[src/cso_pkg.sv]
// Function
// - output high while selected condition active
// - acquiring stays low through start cleans, rises at exposure
// - acquiring held in focus, drops after frames
// - interline shift high for whole shift
// - full-frame shift pulses once per line
// - frame-transfer shift high during transfer
// - constant source holds output high
// - readout source high during readout only
// - shutter source high during exposure while gate on
// - trigger wait high while armed, falls when trigger starts exposure
// - trigger wait rises after cleans, exposure, readout or pre-open
// - continuous cleans poll trigger before each clean
// - invert setting drives output low when active
// - frames sum accumulations, exposures equal product
// - gain accepts integers 1 to 100
// - gate mode pulses bias, safe mode off
`default_nettype none
package cso_pkg;
   // ======================================================
   // timing
   localparam int CLK_PERIOD_NS = 100;
   localparam int TICK_NS       = 1000;
   localparam int TICK_DIV      = (TICK_NS + CLK_PERIOD_NS - 1)
                                  / CLK_PERIOD_NS;
   localparam int CLEAN_US      = 100;
   localparam int PREOPEN_US    = 20;
   localparam logic [15:0] CLEAN_TICKS   = 16'(CLEAN_US * 1000 / TICK_NS);
   localparam logic [15:0] PREOPEN_TICKS = 16'(PREOPEN_US * 1000 / TICK_NS);
   localparam logic [1:0]  CLEAN_N       = 2'h2;
   // ======================================================
   // register offsets
   localparam logic [7:0] A_CTRL   = 8'h00;
   localparam logic [7:0] A_CMD    = 8'h04;
   localparam logic [7:0] A_FRAMES = 8'h08;
   localparam logic [7:0] A_ACCUM  = 8'h0c;
   localparam logic [7:0] A_EXPOSE = 8'h10;
   localparam logic [7:0] A_LINES  = 8'h14;
   localparam logic [7:0] A_GAIN   = 8'h18;
   localparam logic [7:0] A_STATUS = 8'h1c;
   localparam logic [7:0] A_FCOUNT = 8'h20;
   localparam logic [7:0] A_ECOUNT = 8'h24;
   // ======================================================
   // control fields
   localparam int F_SRC_LO  = 0;
   localparam int F_INV     = 3;
   localparam int F_SEN_LO  = 4;
   localparam int F_FOCUS   = 6;
   localparam int F_TRIG    = 7;
   localparam int F_CCLEAN  = 8;
   localparam int F_PREOPEN = 9;
   localparam int F_GATE    = 10;
   localparam int F_START   = 0;
   localparam int F_HALT    = 1;
   // ======================================================
   // reset values
   localparam logic [15:0] CTRL_RST   = 16'h0000;
   localparam logic [15:0] FRAMES_RST = 16'h0001;
   localparam logic [15:0] ACCUM_RST  = 16'h0001;
   localparam logic [15:0] EXPOSE_RST = 16'h000a;
   localparam logic [15:0] LINES_RST  = 16'h0010;
   localparam logic [6:0]  GAIN_RST   = 7'h01;
   localparam logic [6:0]  GAIN_MIN   = 7'h01;
   localparam logic [6:0]  GAIN_MAX   = 7'h64;
   // ======================================================
   // enumerations
   typedef enum logic [2:0] {
      SRC_ACQ   = 3'h0,
      SRC_SHIFT = 3'h1,
      SRC_ONE   = 3'h2,
      SRC_READ  = 3'h3,
      SRC_SHUT  = 3'h4,
      SRC_WAIT  = 3'h5
   } cso_src_t;
   localparam logic [1:0] SEN_INTERLINE = 2'h0;
   localparam logic [1:0] SEN_FULLFRAME = 2'h1;
   localparam logic [1:0] SEN_FRAMEXFER = 2'h2;
   typedef enum logic [2:0] {
      ST_IDLE    = 3'h0,
      ST_CLEAN   = 3'h1,
      ST_WAIT    = 3'h3,
      ST_EXPOSE  = 3'h2,
      ST_SHIFT   = 3'h6,
      ST_READ    = 3'h7,
      ST_PREOPEN = 3'h5,
      ST_CCLEAN  = 3'h4
   } cso_state_t;
   typedef struct packed {
      logic s1;
      logic s2;
   } cso_sync_t;
   typedef struct packed {
      logic [7:0] cnt;
      logic       tick;
   } cso_tick_t;
endpackage : cso_pkg
`default_nettype wire

[src/cso_sync.sv]
`timescale 1ns/1ps
`default_nettype none
module cso_sync (
   // clock and reset
   input  wire logic clk,
   input  wire logic rst_n,
   // level
   input  wire logic d,
   output logic      q
);
   import cso_pkg::*;
   cso_sync_t r;
   cso_sync_t r_nxt;
   always_comb begin
      r_nxt    = r;
      r_nxt.s1 = d;
      r_nxt.s2 = r.s1;
   end
   always_ff @(posedge clk or negedge rst_n) begin
      if (!rst_n) begin
         r <= '0;
      end else begin
         r <= r_nxt;
      end
   end
   assign q = r.s2;
endmodule : cso_sync
`default_nettype wire

[src/cso_top.sv]
`timescale 1ns/1ps
`default_nettype none
module cso_top (
   // clock and reset
   input  wire logic        clk,
   input  wire logic        rst_n,
   // apb slave
   input  wire logic        psel,
   input  wire logic        penable,
   input  wire logic        pwrite,
   input  wire logic [7:0]  paddr,
   input  wire logic [31:0] pwdata,
   output logic [31:0]      prdata,
   output logic             pready,
   output logic             pslverr,
   // camera pins
   input  wire logic        ext_trig,
   output logic             logic_out,
   output logic             intens_bias,
   output logic [6:0]       gain_level
);
   import cso_pkg::*;
   // ======================================================
   // state
   typedef struct packed {
      cso_state_t  st;
      logic [15:0] ctrl;
      logic [15:0] frames;
      logic [15:0] accum;
      logic [15:0] expo;
      logic [15:0] lines;
      logic [6:0]  gain;
      logic [15:0] cnt;
      logic [1:0]  ncl;
      logic [15:0] fdone;
      logic [15:0] adone;
      logic [31:0] etot;
      logic        trig_seen;
      logic        trig_d;
      logic        acq;
      logic        out;
      logic        bias;
      logic        pready;
      logic        slverr;
      logic [31:0] rdata;
   } cso_top_t;
   cso_top_t r;
   cso_top_t r_nxt;
   logic     trig_s;
   logic     done;
   logic     cmd_start;
   logic     cmd_halt;
   logic     gain_ok;
   logic     armed;
   cso_src_t src;
   logic     inv;
   logic     gate;
   logic [1:0] sen;
   logic     tick;
   // ======================================================
   // trigger pin synchroniser
   cso_sync u_sync (
      .clk   (clk),
      .rst_n (rst_n),
      .d     (ext_trig),
      .q     (trig_s)
   );
   // ======================================================
   // microsecond enable
   cso_tick u_tick (
      .clk   (clk),
      .rst_n (rst_n),
      .tick  (tick)
   );
   // ======================================================
   // decode
   assign done      = psel & penable & r.pready;
   assign cmd_start = done & pwrite & (paddr == A_CMD) & pwdata[F_START];
   assign cmd_halt  = done & pwrite & (paddr == A_CMD) & pwdata[F_HALT];
   assign gain_ok   = (r.st == ST_IDLE)
                    & (pwdata[31:7] == 25'h0)
                    & (pwdata[6:0] >= GAIN_MIN)
                    & (pwdata[6:0] <= GAIN_MAX);
   assign armed     = (r.st == ST_WAIT) | (r.st == ST_CCLEAN);
   assign src       = cso_src_t'(r.ctrl[F_SRC_LO +: 3]);
   assign inv       = r.ctrl[F_INV];
   assign gate      = r.ctrl[F_GATE];
   assign sen       = r.ctrl[F_SEN_LO +: 2];
   // ======================================================
   // next state
   always_comb begin
      logic        adv;
      logic        go_next;
      logic        go_exp;
      logic        hit;
      logic        cond;
      logic [31:0] rd;
      logic [15:0] a1;
      logic [15:0] f1;
      adv     = 1'b0;
      go_next = 1'b0;
      go_exp  = 1'b0;
      hit     = 1'b1;
      cond    = 1'b0;
      rd      = 32'h0;
      a1      = 16'(r.adone + 16'h0001);
      f1      = 16'(r.fdone + 16'h0001);
      r_nxt   = r;
      // apb read and answer
      unique case (paddr)
         A_CTRL:   rd = {16'h0, r.ctrl};
         A_CMD:    rd = 32'h0;
         A_FRAMES: rd = {16'h0, r.frames};
         A_ACCUM:  rd = {16'h0, r.accum};
         A_EXPOSE: rd = {16'h0, r.expo};
         A_LINES:  rd = {16'h0, r.lines};
         A_GAIN:   rd = {25'h0, r.gain};
         A_STATUS: rd = {27'h0, r.trig_seen, r.acq, r.st};
         A_FCOUNT: rd = {16'h0, r.fdone};
         A_ECOUNT: rd = r.etot;
         default:  hit = 1'b0;
      endcase
      r_nxt.pready = psel & penable & ~r.pready;
      r_nxt.slverr = 1'b0;
      r_nxt.rdata  = 32'h0;
      if (psel & penable & ~r.pready) begin
         r_nxt.slverr = ~hit | (pwrite & (paddr == A_GAIN) & ~gain_ok);
         if (!pwrite) begin
            r_nxt.rdata = rd;
         end
      end
      if (done & pwrite) begin
         unique case (paddr)
            A_CTRL:   r_nxt.ctrl   = pwdata[15:0];
            A_FRAMES: r_nxt.frames = pwdata[15:0];
            A_ACCUM:  r_nxt.accum  = pwdata[15:0];
            A_EXPOSE: r_nxt.expo   = pwdata[15:0];
            A_LINES:  r_nxt.lines  = pwdata[15:0];
            A_GAIN: begin
               if (gain_ok) begin
                  r_nxt.gain = pwdata[6:0];
               end
            end
            default: ;
         endcase
      end
      // state timer
      if (tick) begin
         if (r.cnt <= 16'h0001) begin
            adv = 1'b1;
         end else begin
            r_nxt.cnt = 16'(r.cnt - 16'h0001);
         end
      end
      // trigger latch while armed
      r_nxt.trig_d = trig_s;
      if (armed & trig_s & ~r.trig_d) begin
         r_nxt.trig_seen = 1'b1;
      end
      // sequencer
      unique case (r.st)
         ST_IDLE: begin
            if (cmd_start) begin
               r_nxt.st    = ST_CLEAN;
               r_nxt.cnt   = CLEAN_TICKS;
               r_nxt.ncl   = 2'h0;
               r_nxt.fdone = 16'h0;
               r_nxt.adone = 16'h0;
               r_nxt.etot  = 32'h0;
            end
         end
         ST_CLEAN: begin
            if (adv) begin
               if (r.ncl == 2'(CLEAN_N - 2'h1)) begin
                  go_next = 1'b1;
               end else begin
                  r_nxt.ncl = 2'(r.ncl + 2'h1);
                  r_nxt.cnt = CLEAN_TICKS;
               end
            end
         end
         ST_WAIT: begin
            if (r.trig_seen) begin
               go_exp = 1'b1;
            end else if (r.ctrl[F_CCLEAN]) begin
               r_nxt.st  = ST_CCLEAN;
               r_nxt.cnt = CLEAN_TICKS;
            end
         end
         ST_CCLEAN: begin
            if (adv) begin
               r_nxt.st = ST_WAIT;
            end
         end
         ST_EXPOSE: begin
            if (adv) begin
               if (a1 >= r.accum) begin
                  r_nxt.st  = ST_SHIFT;
                  r_nxt.cnt = r.lines;
                  r_nxt.adone = 16'h0;
               end else begin
                  r_nxt.adone = a1;
                  go_next     = 1'b1;
               end
            end
         end
         ST_SHIFT: begin
            if (adv) begin
               r_nxt.st  = ST_READ;
               r_nxt.cnt = r.lines;
            end
         end
         ST_READ: begin
            if (adv) begin
               r_nxt.fdone = f1;
               if (!r.ctrl[F_FOCUS] && (f1 >= r.frames)) begin
                  r_nxt.st  = ST_IDLE;
                  r_nxt.acq = 1'b0;
               end else begin
                  go_next = 1'b1;
               end
            end
         end
         ST_PREOPEN: begin
            if (adv) begin
               r_nxt.st = ST_WAIT;
            end
         end
      endcase
      if (go_next) begin
         if (r.ctrl[F_TRIG] && r.ctrl[F_PREOPEN]) begin
            r_nxt.st  = ST_PREOPEN;
            r_nxt.cnt = PREOPEN_TICKS;
         end else if (r.ctrl[F_TRIG]) begin
            r_nxt.st = ST_WAIT;
         end else begin
            go_exp = 1'b1;
         end
      end
      if (go_exp) begin
         r_nxt.st        = ST_EXPOSE;
         r_nxt.cnt       = r.expo;
         r_nxt.acq       = 1'b1;
         r_nxt.trig_seen = armed & trig_s & ~r.trig_d;
         r_nxt.etot      = 32'(r.etot + 32'h1);
      end
      if (cmd_halt) begin
         r_nxt.st        = ST_IDLE;
         r_nxt.acq       = 1'b0;
         r_nxt.trig_seen = 1'b0;
      end
      // status output mux, registered so it cannot glitch
      unique case (src)
         SRC_ACQ:   cond = r.acq;
         SRC_SHIFT: begin
            if (sen == SEN_FULLFRAME) begin
               cond = (r.st == ST_SHIFT) & tick;
            end else begin
               cond = (r.st == ST_SHIFT);
            end
         end
         SRC_ONE:   cond = 1'b1;
         SRC_READ:  cond = (r.st == ST_READ);
         SRC_SHUT:  cond = (r.st == ST_EXPOSE) & gate;
         SRC_WAIT:  cond = armed;
         default:   cond = 1'b0;
      endcase
      r_nxt.out  = cond ^ inv;
      r_nxt.bias = gate & (r.st == ST_EXPOSE);
   end
   // ======================================================
   // registers
   always_ff @(posedge clk or negedge rst_n) begin
      if (!rst_n) begin
         r        <= '0;
         r.st     <= ST_IDLE;
         r.ctrl   <= CTRL_RST;
         r.frames <= FRAMES_RST;
         r.accum  <= ACCUM_RST;
         r.expo   <= EXPOSE_RST;
         r.lines  <= LINES_RST;
         r.gain   <= GAIN_RST;
      end else begin
         r <= r_nxt;
      end
   end
   assign prdata      = r.rdata;
   assign pready      = r.pready;
   assign pslverr     = r.slverr;
   assign logic_out   = r.out;
   assign intens_bias = r.bias;
   assign gain_level  = r.gain;
endmodule : cso_top
`default_nettype wire

[src/cso_tick.sv]
`timescale 1ns/1ps
`default_nettype none
module cso_tick (
   // clock and reset
   input  wire logic clk,
   input  wire logic rst_n,
   // enable
   output logic      tick
);
   import cso_pkg::*;
   cso_tick_t r;
   cso_tick_t r_nxt;
   always_comb begin
      r_nxt      = r;
      r_nxt.tick = 1'b0;
      if (r.cnt == 8'(TICK_DIV - 1)) begin
         r_nxt.cnt  = 8'h00;
         r_nxt.tick = 1'b1;
      end else begin
         r_nxt.cnt = 8'(r.cnt + 8'h01);
      end
   end
   always_ff @(posedge clk or negedge rst_n) begin
      if (!rst_n) begin
         r <= '0;
      end else begin
         r <= r_nxt;
      end
   end
   assign tick = r.tick;
endmodule : cso_tick
`default_nettype wire

[config.mk]
export PLATFORM = sky130hd
export DESIGN_NAME = cso_top
export DESIGN_NICKNAME = d
export VERILOG_FILES = /design/src/cso_pkg.sv /design/src/cso_sync.sv /design/src/cso_top.sv /design/src/cso_tick.sv
export SDC_FILE = /design/constraint.sdc
export NUM_CORES = 1
export LEC_CHECK = 0
export BUFFER_PORTS_ARGS = -buffer_cell sky130_fd_sc_hd__buf_4
export CAP_MARGIN = 10
export CORE_MARGIN = 10
export CORE_UTILIZATION = 30
export DETAILED_ROUTE_END_ITERATION = 16
export GPL_ROUTABILITY_DRIVEN = 1
export PLACE_DENSITY = 0.56
export SKIP_LAST_GASP = 1
export SLEW_MARGIN = 20
export SYNTH_ARGS = -nofsm -noshare
export SYNTH_HDL_FRONTEND = slang
export SYNTH_SLANG_ARGS = --single-unit
[constraint.sdc]
create_clock -name clk -period 6.8 [get_ports clk]
set_input_delay 1.36 -clock clk [delete_from_list [all_inputs] [get_ports clk]]
set_output_delay 1.36 -clock clk [all_outputs]
set_load 0.01 [all_outputs]
* Yosys cells after proc, flatten, opt, wreduce, memory -nomap -nowiden *
Index checks and enable logic that the tools add are counted.

word-level totals
  bits in registers = 222
  bits of input ports = 46
  output and inout port bits = 43

operators by class
  $add $sub $neg = 6
  order comparisons = 5
  eq/ne operators = 29
  multiplexer cells = 66
  bitwise operators = 23
  reductions and logical operators = 29

operators with widths
  operator                                                          count
  case mux 32 bit (9 select lines)                                  1
  two-way mux 16 bit                                                13
  two-way mux 82 bit                                                1
  case mux 16 bit (5 select lines)                                  1
  two-way mux 33 bit                                                2
  two-way mux 32 bit                                                2
  case mux 16 bit (2 select lines)                                  2
  two-way mux 3 bit                                                 14
  two-way mux 18 bit                                                2
  adder 16 x 1 -> 16 bit (second input constant)                    2
  adder 32 x 1 -> 32 bit (second input constant)                    1
  equality test 8 x 5 -> 1 bit (second input constant)              4
  >= comparator 16 bit                                              2
  zero test 25 bit                                                  1
  equality test 8 x 4 -> 1 bit (second input constant)              3
  two-way mux 1 bit                                                 23
  equality test 3 bit (second input constant)                       6
  case mux 3 bit (6 select lines)                                   1
  AND 1 bit                                                         16
  equality test 8 x 6 -> 1 bit (second input constant)              2
  less-or-equal comparator 16 x 1 -> 1 bit (second input constant)  1
  subtractor 16 x 1 -> 16 bit (second input constant)               1
  equality test 3 x 2 -> 1 bit (second input constant)              4
  AND reduction 2 bit                                               6
  other kinds (25)                                                  47

* Depth between registers and ports, before layout *
Gate-level depths: netlist (run 1).

  word-level depth = 12
  gate-level depth with buffers = 19
  gate-level depth less buffers = 17

* Cells and area by module *
From an unflattened synthesis (run 1), not the netlist that was laid out.

unflattened totals
  cells, all modules = 1297
  area total of the unflattened synthesis = 12589.6 um^2

by module, submodules not included
  module    times used  cells an instance  area an instance (um^2)  seq. area each (um^2)
  cso_top   1           1264               12146.6                  5287.6
  cso_tick  1           31                 392.9                    225.2
  cso_sync  1           2                  50.0                     50.0

* Worst setup path after synthesis (run 1) *
Ideal clock, no wire load.

  path type = register to register
  start = reg r[71] in the netlist's numbering
  end = reg r[209] in the netlist's numbering
  setup time = 73 ps
  arrival time = 3919 ps
  data required time = 6727 ps
  path slack = 2808 ps
  cell stages (with the launch flop) = 19
  path buffers = 1
  cell sequence = dfrtp_1 > ha_1 > nand3_1 > nor2_1 > and3_1 > and3_1 > and3_1 > nand3_1 > xnor2_1 > ha_1 > nand4_2 > a2111oi_2 > o41a_2 > a21oi_2 > or3_4 > and4_4 > buf_6 > mux2_4 > a21oi_2

RTL lines
  what                    RTL line        RTL
  start, declared         cso_top.sv:47   cso_top_t r;
  start signal, assigned  cso_top.sv:284  r <= r_nxt;

* Worst setup path in the final report (run 1) *
  start = reg r[71] in the netlist's numbering
  end = reg r[61] in the netlist's numbering

on the way
  cells in the longest elaborated chain, start to end = 8
  elaborated cells on any way between the ends = 10

RTL lines
  what                                  RTL line        RTL
  adder 16 x 1 -> 16 bit (*)            cso_top.sv:106  a1 = 16'(r.adone + 16'h0001);
  >= comparator 16 bit (*)              cso_top.sv:197  if (a1 >= r.accum) begin
  two-way mux 1 bit (*)                 cso_top.sv:197
  two-way mux 1 bit (*)                 cso_top.sv:196  if (adv) begin
  case mux 1 bit (3 select lines) (*)   cso_top.sv:161  unique case (r.st)
  two-way mux 1 bit (*)                 cso_top.sv:230  if (go_next) begin
  nonzero test 2 bit (no source line)   -
  AND reduction 2 bit (no source line)  -

Every way passes the cells marked *; elsewhere a longest branch is shown, timed or not.
A chain may end at the register's enable or synchronous reset.

==> results of run 1 <==
==> report_power, final <==
part / switching [uW] / internal [uW]
Combinational: 296 / 175
Sequential: 68.1 / 1360
Clock: 580 / 832
Total: 945 / 2360
==> registers in the layout, summed over array words and instances, names as in the netlist <==
name	flops
u_sync.q	1
logic_out	1
pslverr	1
u_tick.tick	1
prdata	32
gain_level	7
inv	1
pready	1
gate	1
u_tick.r	8
intens_bias	1
u_sync.r	1
r	166
==> critical path, stage by stage, from the launching register on <==
cell       delay (ps)
dfrtp_1           420
ha_1              250
nand3_1           140
nor2_1            300
and3_1            220
and3_1            210
and3_1            190
nand3_1            90
xnor2_1           170
ha_1              330
nand4_2           130
a2111oi_2         350
o41a_2            230
a21oi_2           140
o31ai_4           890
buf_4             320
a41oi_1            50
o21ai_0           190
o31ai_1           120
==> worst min path at each step <==
stage	to	start	slack (ps)	cells past startpoint
after CTS	u_sync.q$_DFF_PN0_	u_sync.r[1]$_DFF_PN0_	360	0
after detailed placement	u_sync.q$_DFF_PN0_	u_sync.r[1]$_DFF_PN0_	350	0
after global placement	u_sync.q$_DFF_PN0_	u_sync.r[1]$_DFF_PN0_	340	0
after global routing	u_sync.q$_DFF_PN0_	u_sync.r[1]$_DFF_PN0_	380	0
after floorplan	u_sync.q$_DFF_PN0_	u_sync.r[1]$_DFF_PN0_	330	0
final	u_sync.q$_DFF_PN0_	u_sync.r[1]$_DFF_PN0_	350	0
==> kinds of logic after synthesis <==
| kind of cell | count (synthesis) | share of synthesized area, % |
|---|---|---|
| simple gates | 385 | 15.82 |
| flops | 222 | 45.60 |
| compound gates | 320 | 17.44 |
| fa+ha+maj | 39 | 4.000 |
| mux | 90 | 8.329 |
| buf+inv | 130 | 5.580 |
| xor+xnor | 45 | 3.231 |
==> per-layer routing <==
layer  track usage [%]  wire length (um)  vias to the layer above  share of wire (%)
li1                  -                 -                     4541                  -
met1             19.82             17090                     4805                 46
met2             22.53             16380                      323                 44
met3             3.137              2392                       76                6.4
met4             4.876              1271                        2                3.4
met5                 0                11                        -              0.030
==> cell type report <==
| class | instances | area, um2 | area share (%) |
|---|---|---|---|
| Clock buffer | 36 | 729.5 | 5.219 |
| Clock inverter | 12 | 133.9 | 0.9579 |
| Inverter | 41 | 153.9 | 1.101 |
| Multi-Input combinational cell | 879 | 5968 | 42.70 |
| Sequential cell | 222 | 5563 | 39.80 |
| Tap cell | 525 | 656.9 | 4.700 |
| Timing Repair Buffer | 100 | 770.7 | 5.515 |
==> Yosys cell counts, types with 7 or more instances <==
master      n
a21oi_1    42
nand3_1    36
o31ai_1    12
inv_1      41
a211oi_1    7
nand2_1   106
nor2_1     99
clkbuf_1   33
a221oi_1    7
a41oi_1     7
and2_1     21
ha_1       39
o21ai_1    15
o21a_1      7
o21ai_0    86
a31oi_1    34
mux2_2     88
buf_2       9
buf_4      40
a22o_1     18
a222oi_1   14
and3_1     32
a22oi_1    31
nand4_1    10
or3_1       9
xnor2_1    23
nor3_1     17
xor2_1     22
dfrtp_1   216
nor4_1     10
==> per-stage QoR <==
stage	std cells	cell area [um2]	hold WS [ps]	utilization (%)
floorplan	1231	12200	331.2	-
global placement	1767	13110	338.6	32.77
detailed placement	1767	13110	345.7	32.77
CTS	1815	13970	359.9	34.93
global route	1815	13980	382.8	34.93
finish	1815	13980	354.1	34.93
==> metrics, run 1 <==
outcome completed; # fillers ~4.1k; top_reg_cell synth dfrtp_1; largest area contributor in the netlist dfrtp_1; post-layout min period 4889 ps; antenna diode count 0; Hold Path Class flip-flop to flip-flop; Root Driver clkbuf_16; CTS tree done; final setup vio count 0; routed wire length 37150 um; Worst-Margin Slew 1049 ps; die width 221.6 um; CP arrival 5290 ps; routed via count 9747; Final Cycle Share 71.90%; CP Launch Point r[71]$_DFFE_PN0P_; reg-to-reg endpoint r[61]$_DFFE_PN0P_; post-DR vias/cell between 5 and 6; DR iter-0 viols 853; fraction of layout cells with a size suffix above 1 a little over a fifth; sequential area share after synthesis 45.60%; Mapped Cells 1231; Setup Total Neg Slack 0 ps; Post-synth EDFFs 0; top cells by area, synth dfrtp_1 (44%), mux2_2 (8.1%), ha_1 (4.0%), o21ai_0 (3.5%), nand2_1 (3.3%); Num CTS Buffers 26; area grow syn2layout 14.58%; largest net degree at the start of global routing 146; Crit. End Element flip-flop; Initial Utilization 30.49%; vias in the first global route around 10k; DRC errors left 0; Syn Nets 1316; DRT antenna net count 0; RSZ-0062 raised after global routing false; P per Cell Area 236.8 mW/mm2; Placer Congestion 0.9364; GR Util All Layers 14.61%; Core Rows 73; crit path capture r[61]$_DFFE_PN0P_; # Max-Cap Violations 0; gr ovfl total 0; #FFs+latches synth 222; # nets final 1355; postcts setup bufs 0; synthesized area per cell 9.909 um2; Worst Path Max Fanout 19; r2r startpoint r[71]$_DFFE_PN0P_; r2r setup slk roughly 1900 ps; most common cell after layout, fill and taps aside dfrtp_1; Clock Tree Buf Depth 3; drt wl/cell approximately 20 um; Worst VDD drop 0.1773 mV; core area between 0.04 and 0.05 mm2; critical path class flip-flop to flip-flop; final slew viol count 0; Fmax 204.5 MHz; startpoint types flip-flop; Worst-Skew Late Latency ~530 ps; clk sinks 222; Netlist cell types 81; post-synth top area share 44.31%; first-pass GRT wire length 58200 um; cts hold-fix bufs 0; clk slew on worst S/H paths 60 ps; worst slack at placement about 2000 ps; H-tree Lvls 1; Reg2Reg Depth 18; synth warn 0; # port buffers 88; Cell Area, Synth 0.01220 mm2; total die area 0.04912 mm2; io pins 89; WP data required 7200 ps; Pwr Total 3309 uW; Die H 221.6 um; final worst setup slack ~1900 ps; Fin. Hold Viols 0; Post-synth ARST share 100.0%; detailed placer's ending HPWL 26670 um; Pleak 0.005934 uW; Rel. slew slack roughly 30%; DR pass1 iterations 7; initial antenna violation count 1; most frequent cells in the layout dfrtp_1 (216), nand2_1 (106), buf_4 (98), nor2_1 (97), mux2_2 (88); Worst Skew 11.18 ps; cts repair resizes 0
Power figures use the tool's default switching activity.
==> run 2, diff against run 1 <==
PLACE_DENSITY = 0.58   (was 0.56)
clock period = 4.1 ns   (was 6.8 ns; I/O delays follow)
==> metrics, run 2 (synthesis results as in run 1) <==
met3 usage 2.953% (was 3.137%); area grow syn2layout 19.02% (was 14.58%); met1 Use GR 20.17% (was 19.82%); Seq pwr share 42.7% (was 43.1%); Fmax 251.6 MHz (was 204.5 MHz); most common cell after layout, fill and taps aside dfrtp_1 (unchanged); Placer Congestion 0.9342 (was 0.9364); # nets final 1406 (was 1355); Fin. Hold Viols 0 (unchanged); Die H 221.6 um (unchanged); Rel. slew slack 32.27% (was 29.30%); Initial Utilization 30.49% (unchanged); post-layout min period 3975 ps (was 4889 ps); Root Driver clkbuf_16 (unchanged); Hold Path Class input pin to asynchronous set/reset pin (was flip-flop to flip-flop); final setup vio count 0 (unchanged); total die area 0.04912 mm2 (unchanged); io pins 89 (unchanged); Pleak 0.006239 uW (was 0.005934 uW); initial antenna violation count 0 (was 1); first-pass GRT wire length 59330 um (was 58200 um); post-DR vias/cell 5.429 (was 5.370); Worst-Margin Slew 1014 ps (was 1049 ps); gr ovfl total 0 (unchanged); Num CTS Buffers 26 (unchanged); # Max-Cap Violations 0 (unchanged); Switching Share 28.21% (was 28.55%); # port buffers 88 (unchanged); Core Rows 73 (unchanged); DRT antenna net count 0 (unchanged); die width 221.6 um (unchanged); GR Util All Layers 14.87% (was 14.61%); fraction of layout cells with a size suffix above 1 25.06% (was 20.93%); P per Cell Area 380.7 mW/mm2 (was 236.8 mW/mm2); routed wire length 38440 um (was 37150 um); DR iter-0 viols 1070 (was 853); antenna diode count 0 (unchanged); clk sinks 222 (unchanged); most frequent cells in the layout dfrtp_1 (215), buf_4 (142), nand2_1 (106), nor2_1 (96), mux2_2 (88) (was dfrtp_1 (216), nand2_1 (106), buf_4 (98), nor2_1 (97), mux2_2 (88)); routed via count 10.13k (was 9747); H-tree Lvls 1 (unchanged); core area 0.04001 mm2 (unchanged); Worst Path Max Fanout 6 (was 19); Final Non-Filler Cells 1866 (was 1815); placed insts 1805 (was 1767); share of total power in the clock network 42.9% (was 42.7%); Top reg by flops r (unchanged); placed inst area 0.01342 mm2 (was 0.01311 mm2); WP data required 4530 ps (was 7200 ps); Final Cell Area 0.01452 mm2 (was 0.01398 mm2); drt wl/cell 20.60 um (was 20.47 um); cts hold-fix bufs 0 (unchanged); final slew viol count 0 (unchanged); startpoint types flip-flop (unchanged); outcome completed (unchanged); CTS tree done (unchanged); met2 Use GR 23.14% (was 22.53%); Worst VDD drop 0.3157 mV (was 0.1773 mV); Crit. End Element flip-flop (unchanged); vias in the first global route 9976 (was 9719); sw power 1559 uW (was 944.7 uW); Final Cycle Share 96.94% (was 71.90%); detailed placer's ending HPWL 27310 um (was 26670 um); Comb power frac 14.4% (was 14.2%); DRC errors left 0 (unchanged); critical path class flip-flop to flip-flop (unchanged); Pwr Total 5527 uW (was 3309 uW); internal power 3967 uW (was 2364 uW); DR pass1 iterations 5 (was 7); largest net degree at the start of global routing 96 (was 146); CP arrival 4410 ps (was 5290 ps); Worst-Skew Late Latency 550 ps (was 530 ps); Worst Skew 24.58 ps (was 11.18 ps); Largest register FFs 166 (unchanged); Clock Tree Buf Depth 3 (unchanged); clk slew on worst S/H paths 60 ps (about the same); layer with the highest usage met2 (unchanged); RSZ-0062 raised after global routing true (was false)
run 2: changes by cell type in the layout (fill, tap and decap cells not counted), sizes merged:
cell	before	now
clkinvlp	1	2
buf	100	148
clkinv	8	7
inv	42	41
clkbuf	36	38
and2	23	25
run 2: routing by layer:
metal | vias up | part of all wire, %
li1 | 4647 | -
met1 | 5057 | 45
met2 | 343 | 45
met3 | 83 | 6.2
met4 | 0 | 3.4
met5 | - | 0
run 2: power groups by stage:
stage	Combinational [uW]	Clock, uW	Sequential, uW
floorplan	581	0	2340
global placement	775	0	2400
detailed placement	786	0	2400
CTS	788	2420	2360
global route	892	2510	2370
finish	794	2370	2360
run 2: worst paths after layout:
| kind | from | depth (start not counted) | slack (ps) | to |
|---|---|---|---|---|
| min in group clk | u_sync.r[1]$_DFF_PN0_ | 0 | 360 | u_sync.q$_DFF_PN0_ |
| worst min-delay path | rst_n | 1 | 300 | prdata[15]$_DFF_PN0_ |
| worst max register to register | r[90]$_DFFE_PN0P_ | 15 | 130 | r[112]$_DFF_PN0_ |
| worst min register to register | u_sync.r[1]$_DFF_PN0_ | 0 | 360 | u_sync.q$_DFF_PN0_ |
| max in group asynchronous | rst_n | 2 | 2780 | r[52]$_DFFE_PN0P_ |
| worst max-delay path | r[90]$_DFFE_PN0P_ | 15 | 130 | r[112]$_DFF_PN0_ |
run 2: through the flow:
stage | setup WS, ps | TNS, ps | hold slack [ps] | util [%]
global route | -50.24 | -363.4 | 364.8 | 36.29
global placement | 97.67 | 0 | 340.9 | 33.54
CTS | 4.782 | 0 | 357.5 | 35.80
detailed placement | -41.31 | -68.65 | 345.7 | 33.55
finish | 125.5 | 0 | 304.2 | 36.29
floorplan | 108.0 | 0 | 331.2 | -
run 2: cell type report:
cell class	instances	area [um2]
fillers	4048	25490
repair buffers	149	1189
well taps	525	656.9
multi-input cells	881	6081
clock inverters	11	110.1
clock buffers	37	763.2
flip-flops and latches	222	5564
inverters	41	153.9
run 2: repair_timing:
item	CTS	global route
gates cloned	1	2
gates resized for setup	3	30
setup endpoints to repair	11	67
pin swaps	0	7
setup buffers	1	9
run 2: critical path: stages, from the launching register on:
cell and delay, ps:
dfrtp_1 470, nand2_1 80, nor2_1 250, and3_1 240
and3_1 210, and3_1 200, nand3_1 140, xnor2_1 170
ha_1 320, nand4_1 180, nor3_2 330, a211oi_2 150
or3_4 460, and2_2 280, buf_4 170, a22o_1 220
==> run 3, diff against run 2 <==
CORE_ASPECT_RATIO = 1.2   (was unset)
==> metrics, run 3 (synthesis results as in run 1) <==
Switching Share 28.22% (was 28.21%); Crit. End Element flip-flop (unchanged); DR iter-0 viols 861 (was 1070); startpoint types flip-flop (unchanged); # fillers 4000 (was 4048); crit path max-delay cell type dfrtp_1 (unchanged); routed via count 9925 (was 10.13k); Initial Utilization 30.54% (was 30.49%); Worst-Skew Late Latency 540 ps (was 550 ps); fraction of layout cells with a size suffix above 1 24.79% (was 25.06%); CP arrival 4410 ps (about the same); CP Launch Point r[71]$_DFFE_PN0P_ (was r[90]$_DFFE_PN0P_); r2r startpoint r[71]$_DFFE_PN0P_ (was r[90]$_DFFE_PN0P_); gr ovfl total 0 (unchanged); share of total power in the clock network 42.5% (was 42.9%); first-pass GRT wire length 58040 um (was 59330 um); critical path class flip-flop to flip-flop (unchanged); Pleak 0.006244 uW (was 0.006239 uW); Comb power frac 14.4% (about the same); most frequent cells in the layout dfrtp_1 (215), buf_4 (141), nand2_1 (106), nor2_1 (96), mux2_2 (88) (was dfrtp_1 (215), buf_4 (142), nand2_1 (106), nor2_1 (96), mux2_2 (88)); worst stage delay on the critical path 420 ps (was 470 ps); crit path cell chain ha_2 > nand3_2 > nor2_4 > and3_4 > and3_4 > and3_1 > nand3_2 > xnor2_2 > ha_4 > nand4_4 > a2111oi_4 > o41a_2 > a21oi_2 > buf_4 > or3_4 > and2_4 > buf_4 > nor4_1 (was nand2_1 > nor2_1 > and3_1 > and3_1 > and3_1 > nand3_1 > xnor2_1 > ha_1 > nand4_1 > nor3_2 > a211oi_2 > or3_4 > and2_2 > buf_4 > a22o_1); Worst Path Max Fanout 7 (was 6); clk sinks 222 (unchanged); final core occ 36.36% (was 36.29%); Root Driver clkbuf_16 (unchanged); Largest register FFs 166 (unchanged); r2r setup slk 120 ps (was 130 ps); # Max-Cap Violations 0 (unchanged); H-tree Lvls 1 (unchanged); Seq pwr share 43.1% (was 42.7%); DR pass1 iterations 7 (was 5); DRT antenna net count 0 (unchanged); clk slew on worst S/H paths 60 ps (about the same); Num CTS Buffers 25 (was 26); io pins 89 (unchanged); Hold Path Class flip-flop to flip-flop (was input pin to asynchronous set/reset pin); CP top delay family simple AND/OR/NAND/NOR gates (unchanged); post-layout min period 3983 ps (was 3975 ps); Placer Congestion 0.9342 (unchanged); Clock Tree Buf Depth 3 (unchanged); Worst Skew 13.48 ps (was 24.58 ps); final setup vio count 0 (unchanged); WP data required 4530 ps (about the same); detailed placer's ending HPWL 27350 um (was 27310 um); largest net degree at the start of global routing 113 (was 96); Worst VDD drop 0.2645 mV (was 0.3157 mV); initial antenna violation count 0 (unchanged); Setup Total Neg Slack 0 ps (unchanged); Rel. slew slack 33.11% (was 32.27%); routed wire length 37290 um (was 38440 um); post-DR vias/cell 5.302 (was 5.429); vias in the first global route 10.02k (was 9976); register area 0.005564 mm2 (unchanged); Final Cycle Share 97.16% (was 96.94%); Worst-Margin Slew 1001 ps (was 1014 ps); GR Util All Layers 14.87% (about the same); core area 0.03994 mm2 (was 0.04001 mm2); multi-input logic area 0.006100 mm2 (was 0.006081 mm2); HP Start u_sync.r[1]$_DFF_PN0_; internal power 3936 uW (was 3967 uW); sw power 1547 uW (was 1559 uW); Top reg by flops r (unchanged); cts hold-fix bufs 0 (unchanged); # port buffers 88 (unchanged); total die area 0.04916 mm2 (was 0.04912 mm2); final slew viol count 0 (unchanged); Core Rows 80 (was 73); hold slack 353.0 ps (was 304.2 ps); outcome completed (unchanged); Die H 240.9 um (was 221.6 um); P per Cell Area 377.6 mW/mm2 (was 380.7 mW/mm2); most common cell after layout, fill and taps aside dfrtp_1 (unchanged); area grow syn2layout 19.05% (was 19.02%); drt wl/cell 19.92 um (was 20.60 um); antenna diode count 0 (unchanged); Fin. Hold Viols 0 (unchanged); DRC errors left 0 (unchanged); Fmax 251.0 MHz (was 251.6 MHz); CTS tree done (unchanged); Buf/Inv on CP 2 (was 1); die width 204.1 um (was 221.6 um); # nets final 1405 (was 1406)
run 3: cell count changes in the layout (fill, tap and decap cells not counted), sizes merged:
cell,before,now
clkbuf,38,36
a21o,6,7
buf,148,147
bufinv,2,3
clkinv,7,6
clkinvlp,2,1
inv,41,42
run 3: repair_timing:
item | in CTS | in global routing
pin swaps | 0 | 7
buffers inserted | 0 | 5
hold endpoints to repair | 0 | 0
cloned | 1 | 3
resized for setup | 1 | 32
endpoints found under the setup margin | 2 | 63
run 3: area by class of cell:
cell class / instances / area share (%)
clock buffer: 35 / 4.842
multi-input combinational: 882 / 42.00
tap: 533 / 4.592
sequential: 222 / 38.32
inverter: 41 / 1.060
timing repair buffer: 148 / 8.194
clock inverter: 11 / 0.9909
run 3: power groups by stage:
stage / Combinational (uW) / Clock (uW) / Sequential, uW
2_1_floorplan: 581 / 0 / 2340
3_3_place_gp: 780 / 0 / 2400
3_5_place_dp: 786 / 0 / 2400
4_1_cts: 792 / 2380 / 2360
5_1_grt: 887 / 2480 / 2380
6_report: 790 / 2330 / 2360
run 3: worst register-to-register path, stage by stage (launching register included):
cell and delay, ps:
dfrtp_1 420, ha_2 220, nand3_2 120, nor2_4 110
and3_4 190, and3_4 190, and3_1 200, nand3_2 100
xnor2_2 180, ha_4 300, nand4_4 100, a2111oi_4 230
o41a_2 230, a21oi_2 60, buf_4 150, or3_4 410
and2_4 230, buf_4 170, nor4_1 290
run 3: metal layers:
layer  part of all wire (%)  track usage [%]  up-vias
met3                    5.9            2.334       64
met5                      0                0        -
li1                       -                -     4641
met4                    3.0            5.033        0
met1                     40            17.79     4930
met2                     51            26.57      290
run 3: path summary, 6_finish.rpt:
path                                         endpoint  cells past startpoint
worst max-delay path                 r[210]$_DFF_PN0_                     18
worst min-delay path               u_sync.q$_DFF_PN0_                      0
worst max register to register       r[210]$_DFF_PN0_                     18
worst min register to register     u_sync.q$_DFF_PN0_                      0
max in group asynchronous          r[190]$_DFFE_PN0P_                      2
min in group asynchronous       u_tick.r[7]$_DFF_PN0_                      1
run 3: stage by stage:
step	instance area (um2)	power, uW	instances	setup WS [ps]
floorplan	12200	2922	1231	108.0
global placement	13470	3178	1817	99.62
detailed placement	13470	3186	1817	-21.38
CTS	14330	5532	1864	-1.986
global route	14520	5740	1872	-18.08
finish	14520	5483	1872	116.6
